<file path="config.mk">
export PLATFORM = sky130hd
export DESIGN_NAME = tccc_channels
export DESIGN_NICKNAME = d
export VERILOG_FILES = /design/src/core/tccc_pkg.sv /design/src/core/tccc_channels.sv
export VERILOG_INCLUDE_DIRS = /design/src /design/src/core
export SDC_FILE = /design/constraint.sdc
export NUM_CORES = 1
export LEC_CHECK = 0
export BUFFER_PORTS_ARGS = -buffer_cell sky130_fd_sc_hd__buf_2
export CAP_MARGIN = 20
export CORE_ASPECT_RATIO = 0.9
export CORE_MARGIN = 3
export CORE_UTILIZATION = 50
export CTS_CLUSTER_DIAMETER = 200
export DETAILED_ROUTE_END_ITERATION = 10
export HOLD_SLACK_MARGIN = 0.05
export PLACE_DENSITY = 0.72
export SLEW_MARGIN = 20
export SYNTH_ARGS = -nofsm -noshare
export SYNTH_HDL_FRONTEND = slang
export SYNTH_SLANG_ARGS = --single-unit
</file>
<file path="constraint.sdc">
create_clock -name pclk -period 3.2 [get_ports pclk]
set_input_delay 0.48 -clock pclk [delete_from_list [all_inputs] [get_ports pclk]]
set_output_delay 0.48 -clock pclk [all_outputs]
set_load 0.005 [all_outputs]
</file>
<file path="src/core/tccc_defines.svh">
`ifndef TCCC_DEFINES_SVH
`define TCCC_DEFINES_SVH

// register indices; the byte address is four times the index
`define TCCC_CH1_HI_IDX   14'h0034
`define TCCC_CH1_LO_IDX   14'h0035
`define TCCC_CH2_HI_IDX   14'h0457
`define TCCC_CH2_LO_IDX   14'h0458
`define TCCC_CH3_HI_IDX   14'h045A
`define TCCC_CH3_LO_IDX   14'h045B
`define TCCC_CH4_HI_IDX   14'h045D
`define TCCC_CH4_LO_IDX   14'h045E
`define TCCC_CH1_CTL_IDX  14'h0460
`define TCCC_CH2_CTL_IDX  14'h0461
`define TCCC_CH3_CTL_IDX  14'h0462
`define TCCC_CH4_CTL_IDX  14'h0463

// channel control register fields
`define TCCC_CTL_FLAG     7
`define TCCC_CTL_MSB      5
`define TCCC_CTL_MSA      4
`define TCCC_CTL_ELSH     3
`define TCCC_CTL_ELSL     2
`define TCCC_CTL_TOV      1
`define TCCC_CTL_MAX      0
`define TCCC_CTL_RESET    8'h00

`endif

</file>
<file path="src/core/tccc_pkg.sv">
`default_nettype none
package tccc_pkg;
   typedef enum logic [1:0] {
      TCCC_ELS_PORT,
      TCCC_ELS_RISE_TOGGLE,
      TCCC_ELS_FALL_CLEAR,
      TCCC_ELS_BOTH_SET
   } tccc_els_t;

   typedef enum logic [1:0] {
      TCCC_ACC_NONE,
      TCCC_ACC_HI,
      TCCC_ACC_LO,
      TCCC_ACC_CTL
   } tccc_acc_t;
endpackage
`default_nettype wire

</file>
<file path="src/core/tccc_channels.sv">
`default_nettype none
`include "tccc_defines.svh"

module tccc_channels
   import tccc_pkg::*;
#(
   parameter int NCH = 4
) (
   input  wire logic             pclk,
   input  wire logic             presetn,
   input  wire logic             psel,
   input  wire logic             penable,
   input  wire logic             pwrite,
   input  wire logic [15:0]      paddr,
   input  wire logic [31:0]      pwdata,
   output var  logic [31:0]      prdata,
   output var  logic             pready,
   output var  logic             pslverr,
   input  wire logic [15:0]      counter_value,
   input  wire logic             counter_wrap,
   input  wire logic [NCH-1:0]   channel_pin_in,
   output var  logic [NCH-1:0]   channel_pin_out,
   output var  logic [NCH-1:0]   channel_pin_oe,
   output var  logic [NCH-1:0]   channel_event_flag
);

   if (NCH < 1 || NCH > 4) begin : g_bad_nch
      $error("tccc_channels: NCH must be 1 to 4");
   end

   localparam logic [13:0] HI_IDX [4]  = '{`TCCC_CH1_HI_IDX, `TCCC_CH2_HI_IDX,
                                           `TCCC_CH3_HI_IDX, `TCCC_CH4_HI_IDX};
   localparam logic [13:0] LO_IDX [4]  = '{`TCCC_CH1_LO_IDX, `TCCC_CH2_LO_IDX,
                                           `TCCC_CH3_LO_IDX, `TCCC_CH4_LO_IDX};
   localparam logic [13:0] CTL_IDX [4] = '{`TCCC_CH1_CTL_IDX, `TCCC_CH2_CTL_IDX,
                                           `TCCC_CH3_CTL_IDX, `TCCC_CH4_CTL_IDX};

   // bus slave state
   logic [31:0]    prdata_q, prdata_d;
   logic           pready_q, pready_d;
   logic           pslverr_q, pslverr_d;

   // channel control state
   logic [NCH-1:0] flag_q, flag_d;
   logic [NCH-1:0] msb_q, msb_d;
   logic [NCH-1:0] msa_q, msa_d;
   logic [NCH-1:0] elsh_q, elsh_d;
   logic [NCH-1:0] elsl_q, elsl_d;
   logic [NCH-1:0] tov_q, tov_d;
   logic [NCH-1:0] max_q, max_d;
   logic [NCH-1:0] maxeff_q, maxeff_d;
   logic [NCH-1:0] capblk_q, capblk_d;
   logic [NCH-1:0] cmpblk_q, cmpblk_d;
   logic [NCH-1:0] out_q, out_d;
   logic [NCH-1:0] oe_q, oe_d;
   logic [NCH-1:0] pin_prev_q, pin_prev_d;
   logic [15:0]    value_q [NCH];
   logic [15:0]    value_d [NCH];

   // decode and per-channel combinational terms
   tccc_acc_t      acc_kind [NCH];
   tccc_els_t      els [NCH];
   logic [NCH-1:0] capture;
   logic [NCH-1:0] compare;
   logic [NCH-1:0] cap_ev;
   logic [NCH-1:0] match;
   logic           setup;
   logic           access;
   logic           hit;

   assign setup  = psel & ~penable;
   assign access = psel & penable & pready_q;

   always_comb begin
      hit = 1'b0;
      for (int c = 0; c < NCH; c++) begin
         if (paddr == {HI_IDX[c], 2'b00}) begin
            acc_kind[c] = TCCC_ACC_HI;
         end else if (paddr == {LO_IDX[c], 2'b00}) begin
            acc_kind[c] = TCCC_ACC_LO;
         end else if (paddr == {CTL_IDX[c], 2'b00}) begin
            acc_kind[c] = TCCC_ACC_CTL;
         end else begin
            acc_kind[c] = TCCC_ACC_NONE;
         end
         if (acc_kind[c] != TCCC_ACC_NONE) begin
            hit = 1'b1;
         end
      end
   end

   // bus slave: one wait-free access phase, read data fixed at setup
   // unmapped addresses answer with an error and read as zero
   always_comb begin
      pready_d  = setup;
      pslverr_d = setup & ~hit;
      prdata_d  = prdata_q;
      if (setup && !pwrite) begin
         prdata_d = 32'h0000_0000;
         for (int c = 0; c < NCH; c++) begin
            case (acc_kind[c])
               TCCC_ACC_HI:  prdata_d[7:0] = value_q[c][15:8];
               TCCC_ACC_LO:  prdata_d[7:0] = value_q[c][7:0];
               TCCC_ACC_CTL: prdata_d[7:0] = {flag_q[c], 1'b0, msb_q[c], msa_q[c],
                                              elsh_q[c], elsl_q[c], tov_q[c], max_q[c]};
               default:      ;
            endcase
         end
      end
   end

   always_ff @(posedge pclk or negedge presetn) begin
      if (!presetn) begin
         prdata_q  <= 32'h0000_0000;
         pready_q  <= 1'b0;
         pslverr_q <= 1'b0;
      end else begin
         prdata_q  <= prdata_d;
         pready_q  <= pready_d;
         pslverr_q <= pslverr_d;
      end
   end

   always_comb begin
      for (int c = 0; c < NCH; c++) begin
         logic rise;
         logic fall;
         logic active;
         logic wr_hi;
         logic wr_lo;
         logic wr_ctl;
         logic rd_hi;
         logic rd_lo;
         active = 1'b0;
         rise   = channel_pin_in[c] & ~pin_prev_q[c];
         fall   = ~channel_pin_in[c] & pin_prev_q[c];
         wr_hi  = access & pwrite & (acc_kind[c] == TCCC_ACC_HI);
         wr_lo  = access & pwrite & (acc_kind[c] == TCCC_ACC_LO);
         wr_ctl = access & pwrite & (acc_kind[c] == TCCC_ACC_CTL);
         rd_hi  = access & ~pwrite & (acc_kind[c] == TCCC_ACC_HI);
         rd_lo  = access & ~pwrite & (acc_kind[c] == TCCC_ACC_LO);
         els[c]     = tccc_els_t'({elsh_q[c], elsl_q[c]});
         capture[c] = ~msb_q[c] & ~msa_q[c] & (els[c] != TCCC_ELS_PORT);
         compare[c] = msb_q[c] | msa_q[c];

         case (els[c])
            TCCC_ELS_RISE_TOGGLE: active = rise;
            TCCC_ELS_FALL_CLEAR:  active = fall;
            TCCC_ELS_BOTH_SET:    active = rise | fall;
            default:              active = 1'b0;
         endcase
         cap_ev[c] = capture[c] & active & ~capblk_q[c];
         match[c]  = compare[c] & (counter_value == value_q[c]) & ~cmpblk_q[c];

         pin_prev_d[c] = channel_pin_in[c];
         flag_d[c]     = flag_q[c];
         msb_d[c]      = msb_q[c];
         msa_d[c]      = msa_q[c];
         elsh_d[c]     = elsh_q[c];
         elsl_d[c]     = elsl_q[c];
         tov_d[c]      = tov_q[c];
         max_d[c]      = max_q[c];
         if (wr_ctl) begin
            msb_d[c]  = pwdata[`TCCC_CTL_MSB];
            msa_d[c]  = pwdata[`TCCC_CTL_MSA];
            elsh_d[c] = pwdata[`TCCC_CTL_ELSH];
            elsl_d[c] = pwdata[`TCCC_CTL_ELSL];
            tov_d[c]  = pwdata[`TCCC_CTL_TOV];
            max_d[c]  = pwdata[`TCCC_CTL_MAX];
            if (!pwdata[`TCCC_CTL_FLAG]) begin
               flag_d[c] = 1'b0;
            end
         end
         // a new event in the clearing cycle survives the clear
         if (cap_ev[c] || match[c]) begin
            flag_d[c] = 1'b1;
         end

         capblk_d[c] = capblk_q[c];
         if (rd_lo) begin
            capblk_d[c] = 1'b0;
         end else if (rd_hi && capture[c]) begin
            capblk_d[c] = 1'b1;
         end
         cmpblk_d[c] = cmpblk_q[c];
         if (wr_lo) begin
            cmpblk_d[c] = 1'b0;
         end else if (wr_hi && compare[c]) begin
            cmpblk_d[c] = 1'b1;
         end

         // force level only moves at a PWM cycle boundary
         maxeff_d[c] = counter_wrap ? max_q[c] : maxeff_q[c];

         value_d[c] = value_q[c];
         if (cap_ev[c]) begin
            value_d[c] = counter_value;
         end
         if (wr_hi) begin
            value_d[c][15:8] = pwdata[7:0];
         end
         if (wr_lo) begin
            value_d[c][7:0] = pwdata[7:0];
         end

         oe_d[c]  = compare[c] & (els[c] != TCCC_ELS_PORT);
         out_d[c] = out_q[c];
         if (els[c] == TCCC_ELS_PORT) begin
            out_d[c] = ~msa_q[c];
         end else if (compare[c]) begin
            if (tov_q[c] && els[c] == TCCC_ELS_FALL_CLEAR && maxeff_d[c]) begin
               out_d[c] = 1'b1;
            end else if (counter_wrap && tov_q[c]) begin
               out_d[c] = ~out_q[c];
            end else if (match[c]) begin
               case (els[c])
                  TCCC_ELS_RISE_TOGGLE: out_d[c] = ~out_q[c];
                  TCCC_ELS_FALL_CLEAR:  out_d[c] = 1'b0;
                  TCCC_ELS_BOTH_SET:    out_d[c] = 1'b1;
                  default:              out_d[c] = out_q[c];
               endcase
            end
         end
      end
   end

   always_ff @(posedge pclk or negedge presetn) begin
      if (!presetn) begin
         flag_q     <= '0;
         msb_q      <= '0;
         msa_q      <= '0;
         elsh_q     <= '0;
         elsl_q     <= '0;
         tov_q      <= '0;
         max_q      <= '0;
         maxeff_q   <= '0;
         capblk_q   <= '0;
         cmpblk_q   <= '0;
         out_q      <= '0;
         oe_q       <= '0;
         pin_prev_q <= '0;
      end else begin
         flag_q     <= flag_d;
         msb_q      <= msb_d;
         msa_q      <= msa_d;
         elsh_q     <= elsh_d;
         elsl_q     <= elsl_d;
         tov_q      <= tov_d;
         max_q      <= max_d;
         maxeff_q   <= maxeff_d;
         capblk_q   <= capblk_d;
         cmpblk_q   <= cmpblk_d;
         out_q      <= out_d;
         oe_q       <= oe_d;
         pin_prev_q <= pin_prev_d;
      end
   end

   // value registers carry no reset: contents are undefined until written
   always_ff @(posedge pclk) begin
      for (int c = 0; c < NCH; c++) begin
         value_q[c] <= value_d[c];
      end
   end

   assign prdata             = prdata_q;
   assign pready             = pready_q;
   assign pslverr            = pslverr_q;
   assign channel_pin_out    = out_q;
   assign channel_pin_oe     = oe_q;
   assign channel_event_flag = flag_q;

   for (genvar g = 0; g < NCH; g++) begin : g_chk

   end
endmodule
`default_nettype wire

</file>
* Word-level counts from Yosys, hierarchy flattened
Memory sizes are Yosys's and may differ from the RTL's.
Cells that the tools add are included.
** Storage, ports and cells
- Register bits :: 62
- Latch bits :: 0
- RAM bits :: 64
- Bits in read-only memories :: 0
- Input bits :: 74
- Output and inout bits :: 46
- Memories kept :: 1
** Memories
- value_q :: depth 4, bits a word 16, read ports 4, clocked after memory_dff 0, wr ports 4, RTL line tccc_channels.sv:57 : logic [15:0] value_q [NCH];
** Cells by class
- $add $sub $neg :: 0
- $mul :: 0
- Div/mod/pow operators :: 0
- Magnitude comparators :: 0
- Eq/ne operators :: 44
- Shift-type cells :: 0
- Mux-type cells :: 89
- Bitwise operators :: 101
- Reduce and logical (&&, ||, !) cells :: 70
** Operators with widths (number)
- == test 16 x 13 -> 1 bit, second input constant :: 10
- case mux 8 bit (3 select lines) :: 4
- == test 16 bit :: 4
- 2-to-1 mux 16 bit :: 4
- 2-to-1 mux 8 bit :: 8
- bitwise AND 1 bit :: 62
- 2-to-1 mux 1 bit :: 53
- nonzero test 2 bit :: 24
- == test 16 x 8 -> 1 bit, second input constant :: 2
- == test 2 bit, second input constant :: 16
- NOT 1 bit :: 31
- 2-to-1 mux 2 bit :: 12
- case mux 1 bit (3 select lines) :: 8
- nonzero test 6 bit :: 4
- logical AND 1 bit :: 21
- == test 2 x 1 -> 1 bit, second input constant :: 8
- nonzero test 4 bit :: 4
- AND reduction 3 bit :: 4
- logical NOT 2 bit :: 4
- inequality test 2 x 1 -> 1 bit, second input constant :: 4
- bitwise OR 1 bit :: 8
- AND reduction 2 bit :: 4
- logical OR 1 bit :: 4
- logical NOT 1 bit :: 1

* Depth between registers and ports, before layout
Gate-level depths: netlist of the first run.
- Depth after elaboration :: 11
- Depth in mapped cells :: 9
- Mapped depth without buffers :: 7

* Worst setup path after synthesis of the first run
No wires, ideal clock.
- Path type :: input to register
- Start :: input port paddr[9]
- End :: memory value_q[2][0] (enable)
- Arrival :: 2.467 ns
- Data required time :: 2.816 ns
- Setup slack :: 0.349 ns
- Cell stages on the path :: 5
- Cell sequence :: or4_4 -> buf_6 -> or2_4 -> or3_1 -> o21ai_0
** RTL lines
- start: declaration :: RTL line tccc_channels.sv:14 : input wire logic [15:0] paddr,
- end: declaration :: RTL line tccc_channels.sv:57

==> flow_summary.toml, run 1 <==
[worst_setup_path]
setup.worst_path.class = "input pin to register"
arrival_ps = 2680
start_kind = "input pin"
cp_max_fo = 13
required_ps = 3380
end_kind = "register"

[power]
power_density_nw_per_um2 = 461.4
power_leakage_nw = 3.469
vdd_drop_max_v = 0.0004004
fin_total_pwr_mw = 3.984

[routing]
detail-route-antenna-nets = 0
via_per_inst = 6.274
drt_iter0_drc = 810
drt_wl_total_mm = 23.61
vias = 6048
drc_errors = 0
wire_per_inst_um = 24.49
firstDrtPassIters = 5

[global_route]
antenna_found_initial = 0
grtUsageTotal_pct = 29.14
grt.overflow.total = 0
grt_pass1_wl_mm = 35.60
grt_pass1_vias = 5848
grt_max_degree = 42

[floorplan]
die_w_um = 135.3
die_h_um = 122.4
core_area_um2 = 14360
die_area_um2 = 16550
rows = 41
start_util_pct = 52.36
ioPinCount = 120

[synth]
synth_seq_cells = 126
synth_edf_count = 64
ys_async_sr_fraction_pct = 49.21
synth.avg_cell_area_um2 = 11.08
synth_cells = 679
yosysSeqAreaShare_pct = 46.18
yosys_warnings = 0
synth_flop_cell = "edfxtp_1"
synth_area_leader_cell = "edfxtp_1"
ys_top_cells_by_area = "edfxtp_1 26%, dfrtp_1 21%, mux2_2 13%"
ys_types = 61
yosys.area.top_type_share_pct = 25.55
syn-cell-area_um2 = 7521

[clock_network]
cts_tree = "yes"
cts-root-buf = "clkbuf_16"
post_cts_resized = 0
clk_pin_slew_worst_paths_ps = 60
clk_path_buf_depth = 2
insertion_delay_ps = 430
cts_buffers = 17
clock_sinks = 126
ctsHtreeMaxLevel = 4

[cells_and_area]
diodes = 0
fin_util_pct = 60.10
largest_register_ffs = 64
drive_above_1_share_pct = 31.78
area_growth_syn_to_layout_pct = 14.79
top_register = "value_q"
final_cell_mix = "88 x mux2_2, 71 x buf_2, 64 x edfxtp_1"
nets = 840
final_common_cell = "mux2_2"

[flow_run]
cap_violations = 0

[placement]
gp_congestion = 1.038
port_buffers = 71
hpwl_mm = 16.96

[timing]
fin_worst_skew_ps = 10.24
finalHoldViolations = 0
tns_ps = 0
tightestPinTransition_ps = 715.8
post-route-period-util_pct = 78.16
fmax_mhz = 399.8
finalCriticalPeriod_ps = 2501
finalMaxSlewViolations = 0
rsz0062_at_grt = "no"
setup_viol = 0
maxSlewHeadroom_pct = 52.18

[hold_path]
hold_path_class = "input pin to register"

[run_status]
outcome = "finished clean"
-- cells in the mapped netlist (4+ instances only) --
| master | number |
|---|---|
| xor2_1 | 48 |
| dfrtp_1 | 62 |
| a22oi_1 | 23 |
| a222oi_1 | 7 |
| nor3_1 | 12 |
| mux2_2 | 88 |
| buf_6 | 4 |
| o211ai_1 | 4 |
| buf_2 | 5 |
| clkbuf_1 | 33 |
| xnor2_1 | 17 |
| o22ai_1 | 4 |
| mux2i_1 | 4 |
| nor3_2 | 4 |
| inv_1 | 22 |
| o21ai_0 | 17 |
| o2bb2ai_1 | 6 |
| a221o_1 | 5 |
| nor2_1 | 34 |
| nand4_1 | 9 |
| ha_1 | 8 |
| a21oi_1 | 23 |
| buf_4 | 24 |
| nand2b_1 | 7 |
| a31o_2 | 6 |
| nor4_1 | 15 |
| edfxtp_1 | 64 |
| a21boi_0 | 6 |
| nand3_1 | 8 |
| nand2_1 | 45 |
| o21ai_1 | 7 |
| or3_1 | 4 |
| a31oi_1 | 7 |
| o31ai_1 | 6 |
-- critical path, stage by stage --
cell,delay [ps]
buf_2,100
or4_4,600
or2_4,380
or3_1,450
nor2_2,100
buf_4,200
mux2_2,360
-- power breakdown --
part	internal (mW)	switching (mW)	total, mW
clock	1.13	0.725	1.86
combinational	0.120	0.217	0.337
sequential	1.76	0.0335	1.79
total	3.01	0.975	3.98
-- worst paths after layout --
| path | startpoint | to | slack (ps) | cells after the start |
|---|---|---|---|---|
| setup / recovery | paddr[9] | value_q[2][0] | 700 | 7 |
| hold / removal | channel_pin_in[3] | pin_prev_q[3] | 190 | 1 |
| setup reg to reg | msa_q[1] | value_q[1][0] | 960 | 4 |
| hold reg to reg | capblk_q[0] | capblk_q[0] | 480 | 2 |
| max in group asynchronous | presetn | tov_q[0] | 1660 | 3 |
| min in group asynchronous | presetn | pin_prev_q[3] | 560 | 2 |
-- per-layer routing --
metal  vias to the layer above  wire length, µm  GRT usage (%)
li1                       2631                -              -
met1                      3011            10650          43.33
met2                       364            10070          41.82
met3                        42             2263          6.885
met4                         0              635          9.887
met5                         -                0              0
-- timing repair --
item / CTS / global route
endpoints found under the setup margin: 0 / 0
hold buffers: 1 / 0
setup buffers: 0 / 0
hold endpoints to repair: 20 / 0
-- metrics by stage --
| step | instances | hold WS [ps] | setup slack [ps] | cell area [µm²] |
|---|---|---|---|---|
| finish | 964 | 193.8 | 698.7 | 8633 |
| global route | 964 | 190.2 | 646.1 | 8633 |
| CTS | 964 | 189.9 | 716.3 | 8633 |
| detailed placement | 931 | 458.6 | 281.6 | 8066 |
| global placement | 931 | 461.2 | 300.0 | 8066 |
| floorplan | 702 | 184.4 | 349.3 | 7607 |
-- cell families (layout without fill, tap and decap cells) --
kind of cell             count (synthesis)  after routing  share of synthesized area (%)
AND/OR/NAND/NOR                        167            167                          12.68
AO/OA/AOI/OAI                          131            131                          12.36
flip-flops                             126            126                          46.18
multiplexers                            92             92                          13.71
buffers and inverters                   89            158                          6.122
XOR/XNOR                                65             65                          7.569
adder cells (fa/ha/maj)                  8              8                          1.331
other                                    1             24                        0.04986
-- area by class of cell --
cell class | count | area, µm²
fillers | 1178 | 5731
multi-input cells | 487 | 3674
flip-flops and latches | 126 | 3473
repair buffers | 104 | 605.6
clock buffers | 19 | 432.9
well taps | 193 | 241.5
clock inverters | 13 | 123.9
inverters | 22 | 82.58
(Power assumes the default switching activity.)
==> inputs of run 2 (changes only) <==
clock period = 2.57 ns   (was 3.2 ns; I/O delays follow)
==> run 2 against run 1 <==
Against the previous run: global-route usage up 0.12 points; critical path depth up 3; via count up 0.79%; wire length down 0.99%; cell count up 3.7%; die area unchanged; clock skew down 3.3 ps; clock power up 19%; count of clock-buffer cells in the layout up 8; worst hold slack worse by 92 ps; combinational power up 29%.
==> flow_summary.toml, run 2 (same netlist as run 1, synthesis figures left out) <==
[worst_setup_path]
slowest_delay_ps = 570
arrival_ps = 2650
start_kind = "input pin"
required_ps = 2930
crit_family = "simple AND/OR/NAND/NOR gates"
cp_common_cell = "buf_4"
end_kind = "register"
cp_max_fo = 11
setup.worst_path.class = "input pin to register"
crit_buf_inv = 4
path_cells = "buf_2 -> or4_4 -> or2_4 -> buf_4 -> nor3_2 -> buf_4 -> a22oi_1 -> a31oi_1 -> buf_4 -> a221o_1"
cpMaxStageDelayCell = "or4_4"

[power]
clock_power_share_pct = 45.4
p_sw_mw = 1.170
swShare_pct = 23.93
intPower_mw = 3.717
vdd_drop_max_v = 0.0004810
power_leakage_nw = 3.689
seqPwrFrac_pct = 45.7
power_density_nw_per_um2 = 542.8
power_frac_comb_pct = 8.9

[timing]
finalMaxSlewViolations = 0
maxSlewHeadroom_pct = 56.42
tightestPinTransition_ps = 653.6
post-route-period-util_pct = 89.25
fmax_mhz = 436.0
tns_ps = 0
finalHoldViolations = 0
rsz0062_at_grt = "no"
fin_worst_skew_ps = 6.953
finalCriticalPeriod_ps = 2294
setup_viol = 0

[hold_path]
hold_path_class = "input pin to register"

[cells_and_area]
top_register = "value_q"
nets = 876
diodes = 0
final_cell_mix = "88 x mux2_2, 71 x buf_2, 64 x edfxtp_1"
final_common_cell = "mux2_2"
largest_register_ffs = 64
fin_util_pct = 62.68
area_growth_syn_to_layout_pct = 19.71
drive_above_1_share_pct = 34.94

[clock_network]
clk_pin_slew_worst_paths_ps = 50
ctsHtreeMaxLevel = 4
clk_path_buf_depth = 2
cts_setup_buffers = 0
cts_tree = "yes"
cts-root-buf = "clkbuf_16"
cts_buffers = 17
clock_sinks = 126
post_cts_resized = 0
insertion_delay_ps = 420
cts_hold_buf = 1

[global_route]
grt.overflow.total = 0
antenna_found_initial = 0
grt_pass1_wl_mm = 35.72
grt_pass1_vias = 5978
grt_max_degree = 28
grtUsageTotal_pct = 29.25

[floorplan]
rows = 41
core_area_um2 = 14360
ioPinCount = 120
start_util_pct = 52.36
die_area_um2 = 16550
die_h_um = 122.4
die_w_um = 135.3

[placement]
hpwl_mm = 17.20
gp_congestion = 1.002
port_buffers = 71

[routing]
wire_per_inst_um = 23.38
detail-route-antenna-nets = 0
vias = 6096
via_per_inst = 6.096
drc_errors = 0
firstDrtPassIters = 6
drt_iter0_drc = 649
drt_wl_total_mm = 23.38

[flow_run]
cap_violations = 0

[run_status]
outcome = "finished clean"
run 2: cell count changes in the layout (fill, tap and decap cells not counted), sizes merged:
cell      before  now
clkinv         8    3
bufinv         2    0
buf          103  139
clkbuf        19   27
clkinvlp       3    2
run 2: path summary, 6_finish.rpt:
path	slack, ps	end	cells after the start	startpoint
min	100	pin_prev_q[3]	1	channel_pin_in[3]
max reg2reg	420	value_q[2][6]	6	elsl_q[2]
min reg2reg	480	capblk_q[0]	2	capblk_q[0]
max	280	prdata[3]	10	paddr[9]
min in group asynchronous	530	elsl_q[2]	2	presetn
max in group asynchronous	1330	prdata[4]	3	presetn
run 2: power by group through the flow:
stage / logic (mW) / registers (mW) / clock network [mW]
CTS: 0.432 / 2.23 / 2.25
finish: 0.436 / 2.23 / 2.22
global route: 0.476 / 2.23 / 2.34
detailed placement: 0.428 / 2.27 / 0
floorplan: 0.268 / 2.25 / 0
global placement: 0.416 / 2.27 / 0
run 2: final cells by class:
| type | instances | area, µm² |
|---|---|---|
| Timing Repair Buffer | 140 | 963.4 |
| Clock inverter | 5 | 30.03 |
| Fill cell | 1187 | 5360 |
| Inverter | 22 | 82.58 |
| Clock buffer | 27 | 514.2 |
| Multi-Input combinational cell | 487 | 3699 |
| Tap cell | 193 | 241.5 |
| Sequential cell | 126 | 3473 |
run 2: routing by layer:
metal | wire length, µm | global-route usage (%) | vias to the layer above
met1 | 10410 | 43.03 | 2998
met2 | 10110 | 42.38 | 346
li1 | - | - | 2704
met4 | 623 | 10.83 | 0
met5 | 0 | 0 | -
met3 | 2232 | 6.557 | 48
run 2: through the flow:
step / hold slack, ps / setup slack, ps / cell area (µm²) / std cells / power, mW
2_1_floorplan: 89.91 / -4.532 / 7632 / 702 / 2.519
3_3_place_gp: 432.0 / -128.3 / 8449 / 967 / 2.682
3_5_place_dp: 441.2 / -140.8 / 8449 / 967 / 2.696
4_1_cts: 85.87 / 295.7 / 9004 / 1000 / 4.908
5_1_grt: 88.02 / 224.7 / 9004 / 1000 / 5.052
6_report: 102.1 / 276.4 / 9004 / 1000 / 4.887
